<file path="config.mk">
export PLATFORM = sky130hd
export DESIGN_NAME = cfi_top
export DESIGN_NICKNAME = d
export VERILOG_FILES = /design/src/core/cfi_pkg.sv /design/src/core/cfi_fifo_slot.sv /design/src/core/cfi_top.sv
export VERILOG_INCLUDE_DIRS = /design/src /design/src/core
export SDC_FILE = /design/constraint.sdc
export NUM_CORES = 1
export LEC_CHECK = 0
export ABC_CLOCK_PERIOD_IN_PS = 4700
export BUFFER_PORTS_ARGS = -buffer_cell sky130_fd_sc_hd__buf_2
export CORE_MARGIN = 8
export CORE_UTILIZATION = 43
export DETAILED_ROUTE_END_ITERATION = 16
export PLACE_DENSITY_LB_ADDON = 0.12
export SYNTH_ARGS = -nofsm -noshare
export SYNTH_HDL_FRONTEND = slang
export SYNTH_HIERARCHICAL = 1
export SYNTH_SLANG_ARGS = --single-unit
</file>
<file path="constraint.sdc">
create_clock -name clock -period 4.7 [get_ports clock]
set_input_delay 0.94 -clock clock [delete_from_list [all_inputs] [get_ports clock]]
set_output_delay 0.94 -clock clock [all_outputs]
set_load 0.05 [all_outputs]
</file>
<file path="src/core/cfi_regs.svh">
`ifndef CFI_REGS_SVH
`define CFI_REGS_SVH
`define CFI_NUM_FIFO 16
`define CFI_IDX_W 4
`define CFI_OFS_FIFO_BASE 8'h00
`define CFI_OFS_PEND 8'h40
`define CFI_OFS_MASK 8'h44
`define CFI_ADDR_W 8
`define CFI_B_TX_ROOM_EN 26
`define CFI_B_TX_HALF_EN 25
`define CFI_B_TX_DRAIN_EN 24
`define CFI_B_RX_OVR_EN 19
`define CFI_B_RX_PACK_EN 18
`define CFI_B_RX_HALF_EN 17
`define CFI_B_RX_PEND_EN 16
`define CFI_B_TX_ROOM 10
`define CFI_B_TX_HALF 9
`define CFI_B_TX_DRAIN 8
`define CFI_B_RX_OVR 3
`define CFI_B_RX_PACK 2
`define CFI_B_RX_HALF 1
`define CFI_B_RX_PEND 0
`define CFI_EN_TX_MASK 32'h0700_0000
`define CFI_EN_RX_MASK 32'h000f_0000
`define CFI_ZERO32 32'h0000_0000
`define CFI_FLAG_MASK 32'h0000_070f
`endif

</file>
<file path="src/core/cfi_pkg.sv">
package cfi_pkg;
    typedef logic [31:0] cfi_word_t;
    typedef logic [15:0] cfi_vec_t;
    typedef enum logic [1:0] {
        CFI_IDLE = 2'b00,
        CFI_RESP = 2'b01
    } cfi_bus_state_t;
endpackage

</file>
<file path="src/core/cfi_fifo_slot.sv">
`timescale 1ns/1ps
`include "cfi_regs.svh"
module cfi_fifo_slot
    import cfi_pkg::*;
(
    input wire logic clock,
    input wire logic resetn,
    input wire logic wr_en,
    input wire cfi_pkg::cfi_word_t wr_data,
    input wire logic fifo_direction_transmit,
    input wire logic fifo_full,
    input wire logic fifo_half,
    input wire logic fifo_empty,
    input wire logic rx_overrun_event,
    output cfi_pkg::cfi_word_t rd_word,
    output logic irq_req
);
    import cfi_pkg::*;

    logic [6:0] enables;
    logic [6:0] next_enables;
    logic overrun;
    logic next_overrun;
    logic tx_room_flag;
    logic tx_half_flag;
    logic tx_drained_flag;
    logic rx_packed_flag;
    logic rx_half_flag;
    logic rx_pending_flag;

    // Live views, gated by direction
    assign tx_room_flag = fifo_direction_transmit & ~fifo_full;
    assign tx_half_flag = fifo_direction_transmit & fifo_half;
    assign tx_drained_flag = fifo_direction_transmit & fifo_empty;
    assign rx_packed_flag = ~fifo_direction_transmit & fifo_full;
    assign rx_half_flag = ~fifo_direction_transmit & fifo_half;
    assign rx_pending_flag = ~fifo_direction_transmit & ~fifo_empty;

    always_comb begin
        next_enables = enables;
        next_overrun = overrun;
        if (wr_en) begin
            next_enables = {wr_data[`CFI_B_TX_ROOM_EN:`CFI_B_TX_DRAIN_EN],
                wr_data[`CFI_B_RX_OVR_EN:`CFI_B_RX_PEND_EN]};
            // Only a zero write clears; a one is ignored
            if (!wr_data[`CFI_B_RX_OVR])
                next_overrun = 1'b0;
        end
        // Set wins over a simultaneous clear
        if (rx_overrun_event && !fifo_direction_transmit)
            next_overrun = 1'b1;
    end

    always_ff @(posedge clock or negedge resetn) begin
        if (!resetn) begin
            enables <= 7'h00;
            overrun <= 1'b0;
        end else begin
            enables <= next_enables;
            overrun <= next_overrun;
        end
    end

    always_comb begin
        rd_word = `CFI_ZERO32;
        rd_word[`CFI_B_TX_ROOM_EN:`CFI_B_TX_DRAIN_EN] = enables[6:4];
        rd_word[`CFI_B_RX_OVR_EN:`CFI_B_RX_PEND_EN] = enables[3:0];
        rd_word[`CFI_B_TX_ROOM] = tx_room_flag;
        rd_word[`CFI_B_TX_HALF] = tx_half_flag;
        rd_word[`CFI_B_TX_DRAIN] = tx_drained_flag;
        rd_word[`CFI_B_RX_OVR] = overrun;
        rd_word[`CFI_B_RX_PACK] = rx_packed_flag;
        rd_word[`CFI_B_RX_HALF] = rx_half_flag;
        rd_word[`CFI_B_RX_PEND] = rx_pending_flag;
    end

    assign irq_req = (enables[6] & tx_room_flag) | (enables[5] & tx_half_flag)
        | (enables[4] & tx_drained_flag) | (enables[3] & overrun)
        | (enables[2] & rx_packed_flag) | (enables[1] & rx_half_flag)
        | (enables[0] & rx_pending_flag);
endmodule

</file>
<file path="src/core/cfi_top.sv">
`timescale 1ns/1ps
`include "cfi_regs.svh"
module cfi_top
    import cfi_pkg::*;
(
    input wire logic clock,
    input wire logic resetn,
    input wire logic [7:0] avs_address,
    input wire logic avs_read,
    input wire logic avs_write,
    input wire cfi_pkg::cfi_word_t avs_writedata,
    input wire logic [3:0] avs_byteenable,
    output cfi_pkg::cfi_word_t avs_readdata,
    output logic avs_waitrequest,
    input wire cfi_pkg::cfi_vec_t fifo_direction_transmit,
    input wire cfi_pkg::cfi_vec_t fifo_full,
    input wire cfi_pkg::cfi_vec_t fifo_half,
    input wire cfi_pkg::cfi_vec_t fifo_empty,
    input wire cfi_pkg::cfi_vec_t rx_overrun_event,
    output cfi_pkg::cfi_vec_t fifo_irq_req,
    output logic irq
);
    import cfi_pkg::*;

    cfi_bus_state_t state;
    cfi_bus_state_t next_state;
    cfi_word_t rdata;
    cfi_word_t next_rdata;
    cfi_vec_t pend;
    cfi_vec_t next_pend;
    cfi_vec_t mask;
    cfi_vec_t next_mask;
    cfi_vec_t req_d;
    cfi_vec_t slot_wr;
    cfi_word_t slot_rd [`CFI_NUM_FIFO];
    cfi_word_t be_mask;
    cfi_word_t merged;
    logic access;
    logic in_fifo;
    logic [`CFI_IDX_W-1:0] idx;

    assign access = (avs_read | avs_write) && state == CFI_IDLE;
    assign in_fifo = avs_address < `CFI_OFS_PEND;
    assign idx = avs_address[5:2];
    assign be_mask = {{8{avs_byteenable[3]}}, {8{avs_byteenable[2]}},
        {8{avs_byteenable[1]}}, {8{avs_byteenable[0]}}};
    // Unwritten lanes keep current contents
    assign merged = (avs_writedata & be_mask) | (slot_rd[idx] & ~be_mask);

    genvar g;
    generate
        for (g = 0; g < `CFI_NUM_FIFO; g = g + 1) begin : g_slot
            assign slot_wr[g] = access && avs_write && in_fifo
                && idx == g;
            cfi_fifo_slot u_slot (
                .clock(clock),
                .resetn(resetn),
                .wr_en(slot_wr[g]),
                .wr_data(merged),
                .fifo_direction_transmit(fifo_direction_transmit[g]),
                .fifo_full(fifo_full[g]),
                .fifo_half(fifo_half[g]),
                .fifo_empty(fifo_empty[g]),
                .rx_overrun_event(rx_overrun_event[g]),
                .rd_word(slot_rd[g]),
                .irq_req(fifo_irq_req[g])
            );
        end
    endgenerate

    // One wait cycle, then answer; keeps readdata registered
    always_comb begin
        next_state = state;
        next_rdata = rdata;
        next_mask = mask;
        next_pend = pend | (fifo_irq_req & ~req_d);
        case (state)
            CFI_IDLE: begin
                if (avs_read || avs_write) begin
                    next_state = CFI_RESP;
                    next_rdata = `CFI_ZERO32;
                    if (avs_read && in_fifo)
                        next_rdata = slot_rd[idx];
                    else if (avs_read && avs_address == `CFI_OFS_PEND)
                        next_rdata = {16'h0000, pend};
                    else if (avs_read && avs_address == `CFI_OFS_MASK)
                        next_rdata = {16'h0000, mask};
                    if (avs_write && avs_address == `CFI_OFS_MASK)
                        next_mask = (avs_writedata[15:0] & be_mask[15:0])
                            | (mask & ~be_mask[15:0]);
                    if (avs_write && avs_address == `CFI_OFS_PEND)
                        next_pend = (pend & ~avs_writedata[15:0])
                            | (fifo_irq_req & ~req_d);
                end
            end
            CFI_RESP: next_state = CFI_IDLE;
            default: next_state = CFI_IDLE;
        endcase
    end

    always_ff @(posedge clock or negedge resetn) begin
        if (!resetn) begin
            state <= CFI_IDLE;
            rdata <= `CFI_ZERO32;
            pend <= 16'h0000;
            mask <= 16'h0000;
            req_d <= 16'h0000;
        end else begin
            state <= next_state;
            rdata <= next_rdata;
            pend <= next_pend;
            mask <= next_mask;
            req_d <= fifo_irq_req;
        end
    end

    assign avs_waitrequest = (avs_read | avs_write) && state == CFI_IDLE;
    assign avs_readdata = rdata;
    assign irq = |(pend & mask);

    property p_room_rx_zero;
        @(posedge clock) disable iff (!resetn)
            !fifo_direction_transmit[0]
            |-> !slot_rd[0][`CFI_B_TX_ROOM];
    endproperty
    a_room_rx_zero: assert property (p_room_rx_zero)
        else $error("room flag set in receive mode");

    property p_room_live;
        @(posedge clock) disable iff (!resetn)
            fifo_direction_transmit[0]
            |-> slot_rd[0][`CFI_B_TX_ROOM] == !fifo_full[0];
    endproperty
    a_room_live: assert property (p_room_live)
        else $error("room flag not live");

    property p_zero_bits;
        @(posedge clock) disable iff (!resetn)
            (slot_rd[3] & ~(`CFI_EN_TX_MASK | `CFI_EN_RX_MASK
            | `CFI_FLAG_MASK)) == `CFI_ZERO32;
    endproperty
    a_zero_bits: assert property (p_zero_bits)
        else $error("unimplemented bit set");

    property p_ovr_sticky;
        @(posedge clock) disable iff (!resetn)
            slot_rd[0][`CFI_B_RX_OVR] && !slot_wr[0]
            |=> slot_rd[0][`CFI_B_RX_OVR];
    endproperty
    a_ovr_sticky: assert property (p_ovr_sticky)
        else $error("overrun dropped without write");

    property p_ovr_set;
        @(posedge clock) disable iff (!resetn)
            rx_overrun_event[0] && !fifo_direction_transmit[0]
            |=> slot_rd[0][`CFI_B_RX_OVR];
    endproperty
    a_ovr_set: assert property (p_ovr_set)
        else $error("overrun not latched");

    property p_en_write;
        @(posedge clock) disable iff (!resetn)
            slot_wr[1] && avs_byteenable == 4'hf |=>
            slot_rd[1][`CFI_B_TX_ROOM_EN:`CFI_B_TX_DRAIN_EN]
            == $past(avs_writedata[`CFI_B_TX_ROOM_EN:`CFI_B_TX_DRAIN_EN]);
    endproperty
    a_en_write: assert property (p_en_write)
        else $error("tx enables not stored");

    property p_rx_en_write;
        @(posedge clock) disable iff (!resetn)
            slot_wr[2] && avs_byteenable == 4'hf |=>
            slot_rd[2][`CFI_B_RX_OVR_EN:`CFI_B_RX_PEND_EN]
            == $past(avs_writedata[`CFI_B_RX_OVR_EN:`CFI_B_RX_PEND_EN]);
    endproperty
    a_rx_en_write: assert property (p_rx_en_write)
        else $error("rx enables not stored");

    property p_indep;
        @(posedge clock) disable iff (!resetn)
            slot_wr[0]
            |-> slot_wr[15:1] == 15'h0000;
    endproperty
    a_indep: assert property (p_indep)
        else $error("write reached two slots");

    property p_pend_live;
        @(posedge clock) disable iff (!resetn)
            !fifo_direction_transmit[4]
            |-> slot_rd[4][`CFI_B_RX_PEND] == !fifo_empty[4];
    endproperty
    a_pend_live: assert property (p_pend_live)
        else $error("pending flag not live");

    property p_tx_half_live;
        @(posedge clock) disable iff (!resetn)
            fifo_direction_transmit[0]
            |-> slot_rd[0][`CFI_B_TX_HALF] == fifo_half[0];
    endproperty
    a_tx_half_live: assert property (p_tx_half_live)
        else $error("tx half flag not live");

    property p_drain_live;
        @(posedge clock) disable iff (!resetn)
            fifo_direction_transmit[0]
            |-> slot_rd[0][`CFI_B_TX_DRAIN] == fifo_empty[0];
    endproperty
    a_drain_live: assert property (p_drain_live)
        else $error("empty flag not live");

    property p_packed_live;
        @(posedge clock) disable iff (!resetn)
            !fifo_direction_transmit[4]
            |-> slot_rd[4][`CFI_B_RX_PACK] == fifo_full[4];
    endproperty
    a_packed_live: assert property (p_packed_live)
        else $error("full flag not live");

    property p_rx_half_live;
        @(posedge clock) disable iff (!resetn)
            !fifo_direction_transmit[4]
            |-> slot_rd[4][`CFI_B_RX_HALF] == fifo_half[4];
    endproperty
    a_rx_half_live: assert property (p_rx_half_live)
        else $error("rx half flag not live");

    // Receive FIFO 4 must hide the transmit half and drained views
    property p_tx_flags_rx;
        @(posedge clock) disable iff (!resetn)
            !fifo_direction_transmit[4]
            |-> !slot_rd[4][`CFI_B_TX_HALF] && !slot_rd[4][`CFI_B_TX_DRAIN];
    endproperty
    a_tx_flags_rx: assert property (p_tx_flags_rx)
        else $error("tx flag set in receive mode");

    property p_rx_flags_tx;
        @(posedge clock) disable iff (!resetn)
            fifo_direction_transmit[0]
            |-> !slot_rd[0][`CFI_B_RX_PACK] && !slot_rd[0][`CFI_B_RX_PEND];
    endproperty
    a_rx_flags_tx: assert property (p_rx_flags_tx)
        else $error("rx flag set in transmit mode");

    property p_irq_req_fifo1;
        @(posedge clock) disable iff (!resetn)
            fifo_irq_req[1] == (|(slot_rd[1][`CFI_B_TX_ROOM_EN:`CFI_B_TX_DRAIN_EN]
            & slot_rd[1][`CFI_B_TX_ROOM:`CFI_B_TX_DRAIN])
            || |(slot_rd[1][`CFI_B_RX_OVR_EN:`CFI_B_RX_PEND_EN]
            & slot_rd[1][`CFI_B_RX_OVR:`CFI_B_RX_PEND]));
    endproperty
    a_irq_req_fifo1: assert property (p_irq_req_fifo1)
        else $error("fifo request does not match flags");

    // Holes in the map must never leak stale data
    property p_unmapped_read;
        @(posedge clock) disable iff (!resetn)
            state == CFI_IDLE && avs_read && !in_fifo
            && avs_address != `CFI_OFS_PEND && avs_address != `CFI_OFS_MASK
            |=> avs_readdata == `CFI_ZERO32;
    endproperty
    a_unmapped_read: assert property (p_unmapped_read)
        else $error("unmapped read not zero");

    property p_zero_bits_last;
        @(posedge clock) disable iff (!resetn)
            (slot_rd[15] & ~(`CFI_EN_TX_MASK | `CFI_EN_RX_MASK
            | `CFI_FLAG_MASK)) == `CFI_ZERO32;
    endproperty
    a_zero_bits_last: assert property (p_zero_bits_last)
        else $error("unimplemented bit set in last slot");

    property p_ovr_clear;
        @(posedge clock) disable iff (!resetn)
            slot_wr[0] && !merged[`CFI_B_RX_OVR] && !rx_overrun_event[0]
            |=> !slot_rd[0][`CFI_B_RX_OVR];
    endproperty
    a_ovr_clear: assert property (p_ovr_clear)
        else $error("overrun not cleared by zero write");

    property p_ovr_tx_ignored;
        @(posedge clock) disable iff (!resetn)
            fifo_direction_transmit[0] && !slot_rd[0][`CFI_B_RX_OVR]
            |=> !slot_rd[0][`CFI_B_RX_OVR];
    endproperty
    a_ovr_tx_ignored: assert property (p_ovr_tx_ignored)
        else $error("overrun latched in transmit mode");

    property p_rx_en_hold;
        @(posedge clock) disable iff (!resetn)
            !slot_wr[2]
            |=> $stable(slot_rd[2][`CFI_B_RX_OVR_EN:`CFI_B_RX_PEND_EN]);
    endproperty
    a_rx_en_hold: assert property (p_rx_en_hold)
        else $error("rx enables changed without write");

    property p_tx_en_hold;
        @(posedge clock) disable iff (!resetn)
            !slot_wr[1]
            |=> $stable(slot_rd[1][`CFI_B_TX_ROOM_EN:`CFI_B_TX_DRAIN_EN]);
    endproperty
    a_tx_en_hold: assert property (p_tx_en_hold)
        else $error("tx enables changed without write");
endmodule

</file>
==> results by group <==
Critical path
  • Reg-to-reg endpoint: g_slot[1].u_slot/enables[3]
  • Nature of the critical path endpoint: flip-flop
  • WP data required: 5.12 ns
  • Critical path's slowest cell: nor3_1
  • Critical Path Source: avs_address[7]
  • Largest delay share family, worst path: simple AND/OR/NAND/NOR gates
  • Crit path depth: 6
  • CP bufs+invs: 1
  • Startpoint Class: input port
  • Worst-path fanout max: 8
  • CP cell instances: buf_2, or4b_2, nor2_1, nand2_1, nor3_1, mux2_2
  • Worst r2r src: state[0]
  • Critical Setup Path Class: in2reg
  • Worst path max stage delay: 1.03 ns
  • Slack of the worst reg-to-reg path: 1.57 ns
  • Critical path arrival: 3.59 ns
  • Setup crit end: g_slot[1].u_slot/enables[3]
  • Worst Reg-to-Reg Cells: 5

GRT
  • Grt ovf: 0
  • GRT met2 Usage: 33.49%
  • GRT busiest layer: met2
  • Global-route wire length before repair: 73.27 mm
  • GR Util All Layers: 20.07%
  • Initial antenna violation count: 3
  • Number of global-route vias before repair: 11820
  • Met1 Track Usage GR: 26.52%
  • Largest net degree at the start of global routing: 109
  • Met3 GRT Util: 2.855%

STA
  • Final Setup Violations: 0
  • Relative slew slack: 16.48%
  • Final hold slack: 0.4694 ns
  • Max-slew violations: 0
  • Least-Margin Pin Slew: 1.243 ns
  • RSZ-0062 raised after global routing: false
  • Tmin final: 3.175 ns
  • Final period utilization: 67.55%
  • Post-Route Setup TNS: 0 ns
  • Setup Skew: 0.01817 ns
  • Fmax: 315.0 MHz
  • Final hold vios: 0

Power and ir drop
  • Pint: 3.575 mW
  • Switch share: 29.79%
  • Pwr per Cell Area: 291.6 nW/µm²
  • Flop pwr share: 38.9%
  • Comb power frac: 20.4%
  • VDD IR max: 179.5 µV
  • Static leakage: 8.188 nW
  • Part of the power in the clock network: 40.7%
  • Net Switching: 1.517 mW

Layout
  • Final Non-Filler Cells: 2179
  • Filler instances: 3873
  • Final #Nets: 1762
  • Synth-to-layout area growth: 1.336%
  • Ratio of cells with drive above 1 in the final layout: 34.91%
  • Commonest non-fill, non-tap cell in the layout: conb_1
  • Most frequent cells in the layout: 288 x conb_1, 209 x dfrtp_1, 192 x mux2_2, 164 x buf_2, 96 x mux4_2

Drt
  • WL final: 47.88 mm
  • Antenna viol nets, final: 0
  • Via density: 5.286
  • WL per Instance: 21.97 µm
  • Detailed Routing Iterations Pass 1: 5
  • Starting DRT DRC Count: 649
  • Vias: 11520
  • DRC violations left: 0

Clock network
  • H-tree Lvls: 1
  • Clock tree root buffer cell: clkbuf_16
  • Post-CTS Hold Buffers: 0
  • Resized cells post-CTS: 0
  • CTS Buf Count: 25
  • CTS tree: built
  • Clk pin slew, worst setup/hold paths: 0.06 ns
  • Clock buffer depth: 3
  • # Post-CTS Setup Buffers: 0
  • Worst-Skew Late Latency: 0.54 ns
  • Sink Count: 209

Yosys
  • YS warnings: 6
  • Synthesized area per cell: 10.65 µm²
  • Synth Cell Area: 17240 µm²
  • Gate Count Post-Synth: 1618

Worst hold path
  • Hold WC Path Type: reg2reg
  • Worst hold path depth: 2

Floorplan
  • Die width: 216.2 µm
  • Ports: 178
  • # rows: 73
  • Die Y: 216.2 µm
  • Core Box Area: 39640 µm²
  • Initial core utilization: 43.48%
  • Die ar.: 46740 µm²

Place
  • # port buffers: 168
  • Hpwl dp: 35.19 mm
  • Placed Cells: 2132
  • GPL Wtd Cong: 0.8444

Run
  • MaxCap Viol Count: 0

Run status
  • Status: finished, final reports clean
==> metrics by stage <==
stage                     setup WS (ns)  power [mW]  util (%)  cell area, µm²
after floorplan                   1.728       2.917         -           18260
after global placement            1.056       3.038     41.86           16590
after detailed placement          1.022       3.047     41.86           16590
after CTS                         1.589       5.137     44.05           17460
after global routing              1.474       5.310     44.05           17460
final                             1.525       5.092     44.06           17470
==> worst register-to-register path, delay by kind of cell (launching register included) <==
family / cells / cell delay (ns)
simple gates: 4 / 2.11
flops: 1 / 0.48
mux: 1 / 0.42
==> how the worst min path moves through the flow <==
stage | startpoint | end | slack (ns)
after CTS | avs_readdata[31] | avs_readdata[31] | 0.47
after floorplan | pend[12] | pend[12] | 0.49
final | avs_readdata[31] | avs_readdata[31] | 0.47
after global placement | avs_readdata[31] | avs_readdata[31] | 0.45
after global routing | avs_readdata[23] | avs_readdata[23] | 0.49
after detailed placement | avs_readdata[31] | avs_readdata[31] | 0.45
==> sequential cells by signal, summed over array words and instances, names as in the netlist, named ones only <==
| register | flops |
|---|---|
| g_slot.u_slot/enables | 112 |
| avs_readdata | 32 |
| g_slot.u_slot/overrun | 16 |
| pend | 16 |
| req_d | 16 |
| state | 1 |
==> power groups by stage <==
stage               registers (mW)  logic (mW)  clock network, mW
finish                        1.98        1.04               2.07
global route                  1.99        1.12               2.19
CTS                           1.98        1.04               2.12
detailed placement            2.01        1.04                  0
global placement              2.01        1.03                  0
floorplan                     2.03       0.887                  0
==> cell type report <==
| class | count | area, µm² | share of cell area (%) |
|---|---|---|---|
| Timing Repair Buffer | 208 | 1176 | 6.734 |
| Clock buffer | 33 | 685.7 | 3.926 |
| Clock inverter | 13 | 185.2 | 1.060 |
| Inverter | 68 | 255.2 | 1.461 |
| Tap cell | 525 | 656.9 | 3.761 |
| Multi-Input combinational cell | 1122 | 9274 | 53.10 |
| Antenna cell | 1 | 2.502 | 0.01433 |
| Sequential cell | 209 | 5230 | 29.94 |
==> routing by layer <==
metal	routed length, µm	up-vias
met5	23	-
met4	1713	4
met3	2445	85
met2	23200	322
met1	20500	5913
li1	-	5195
Note: power is estimated with default switching activity, not from simulation.
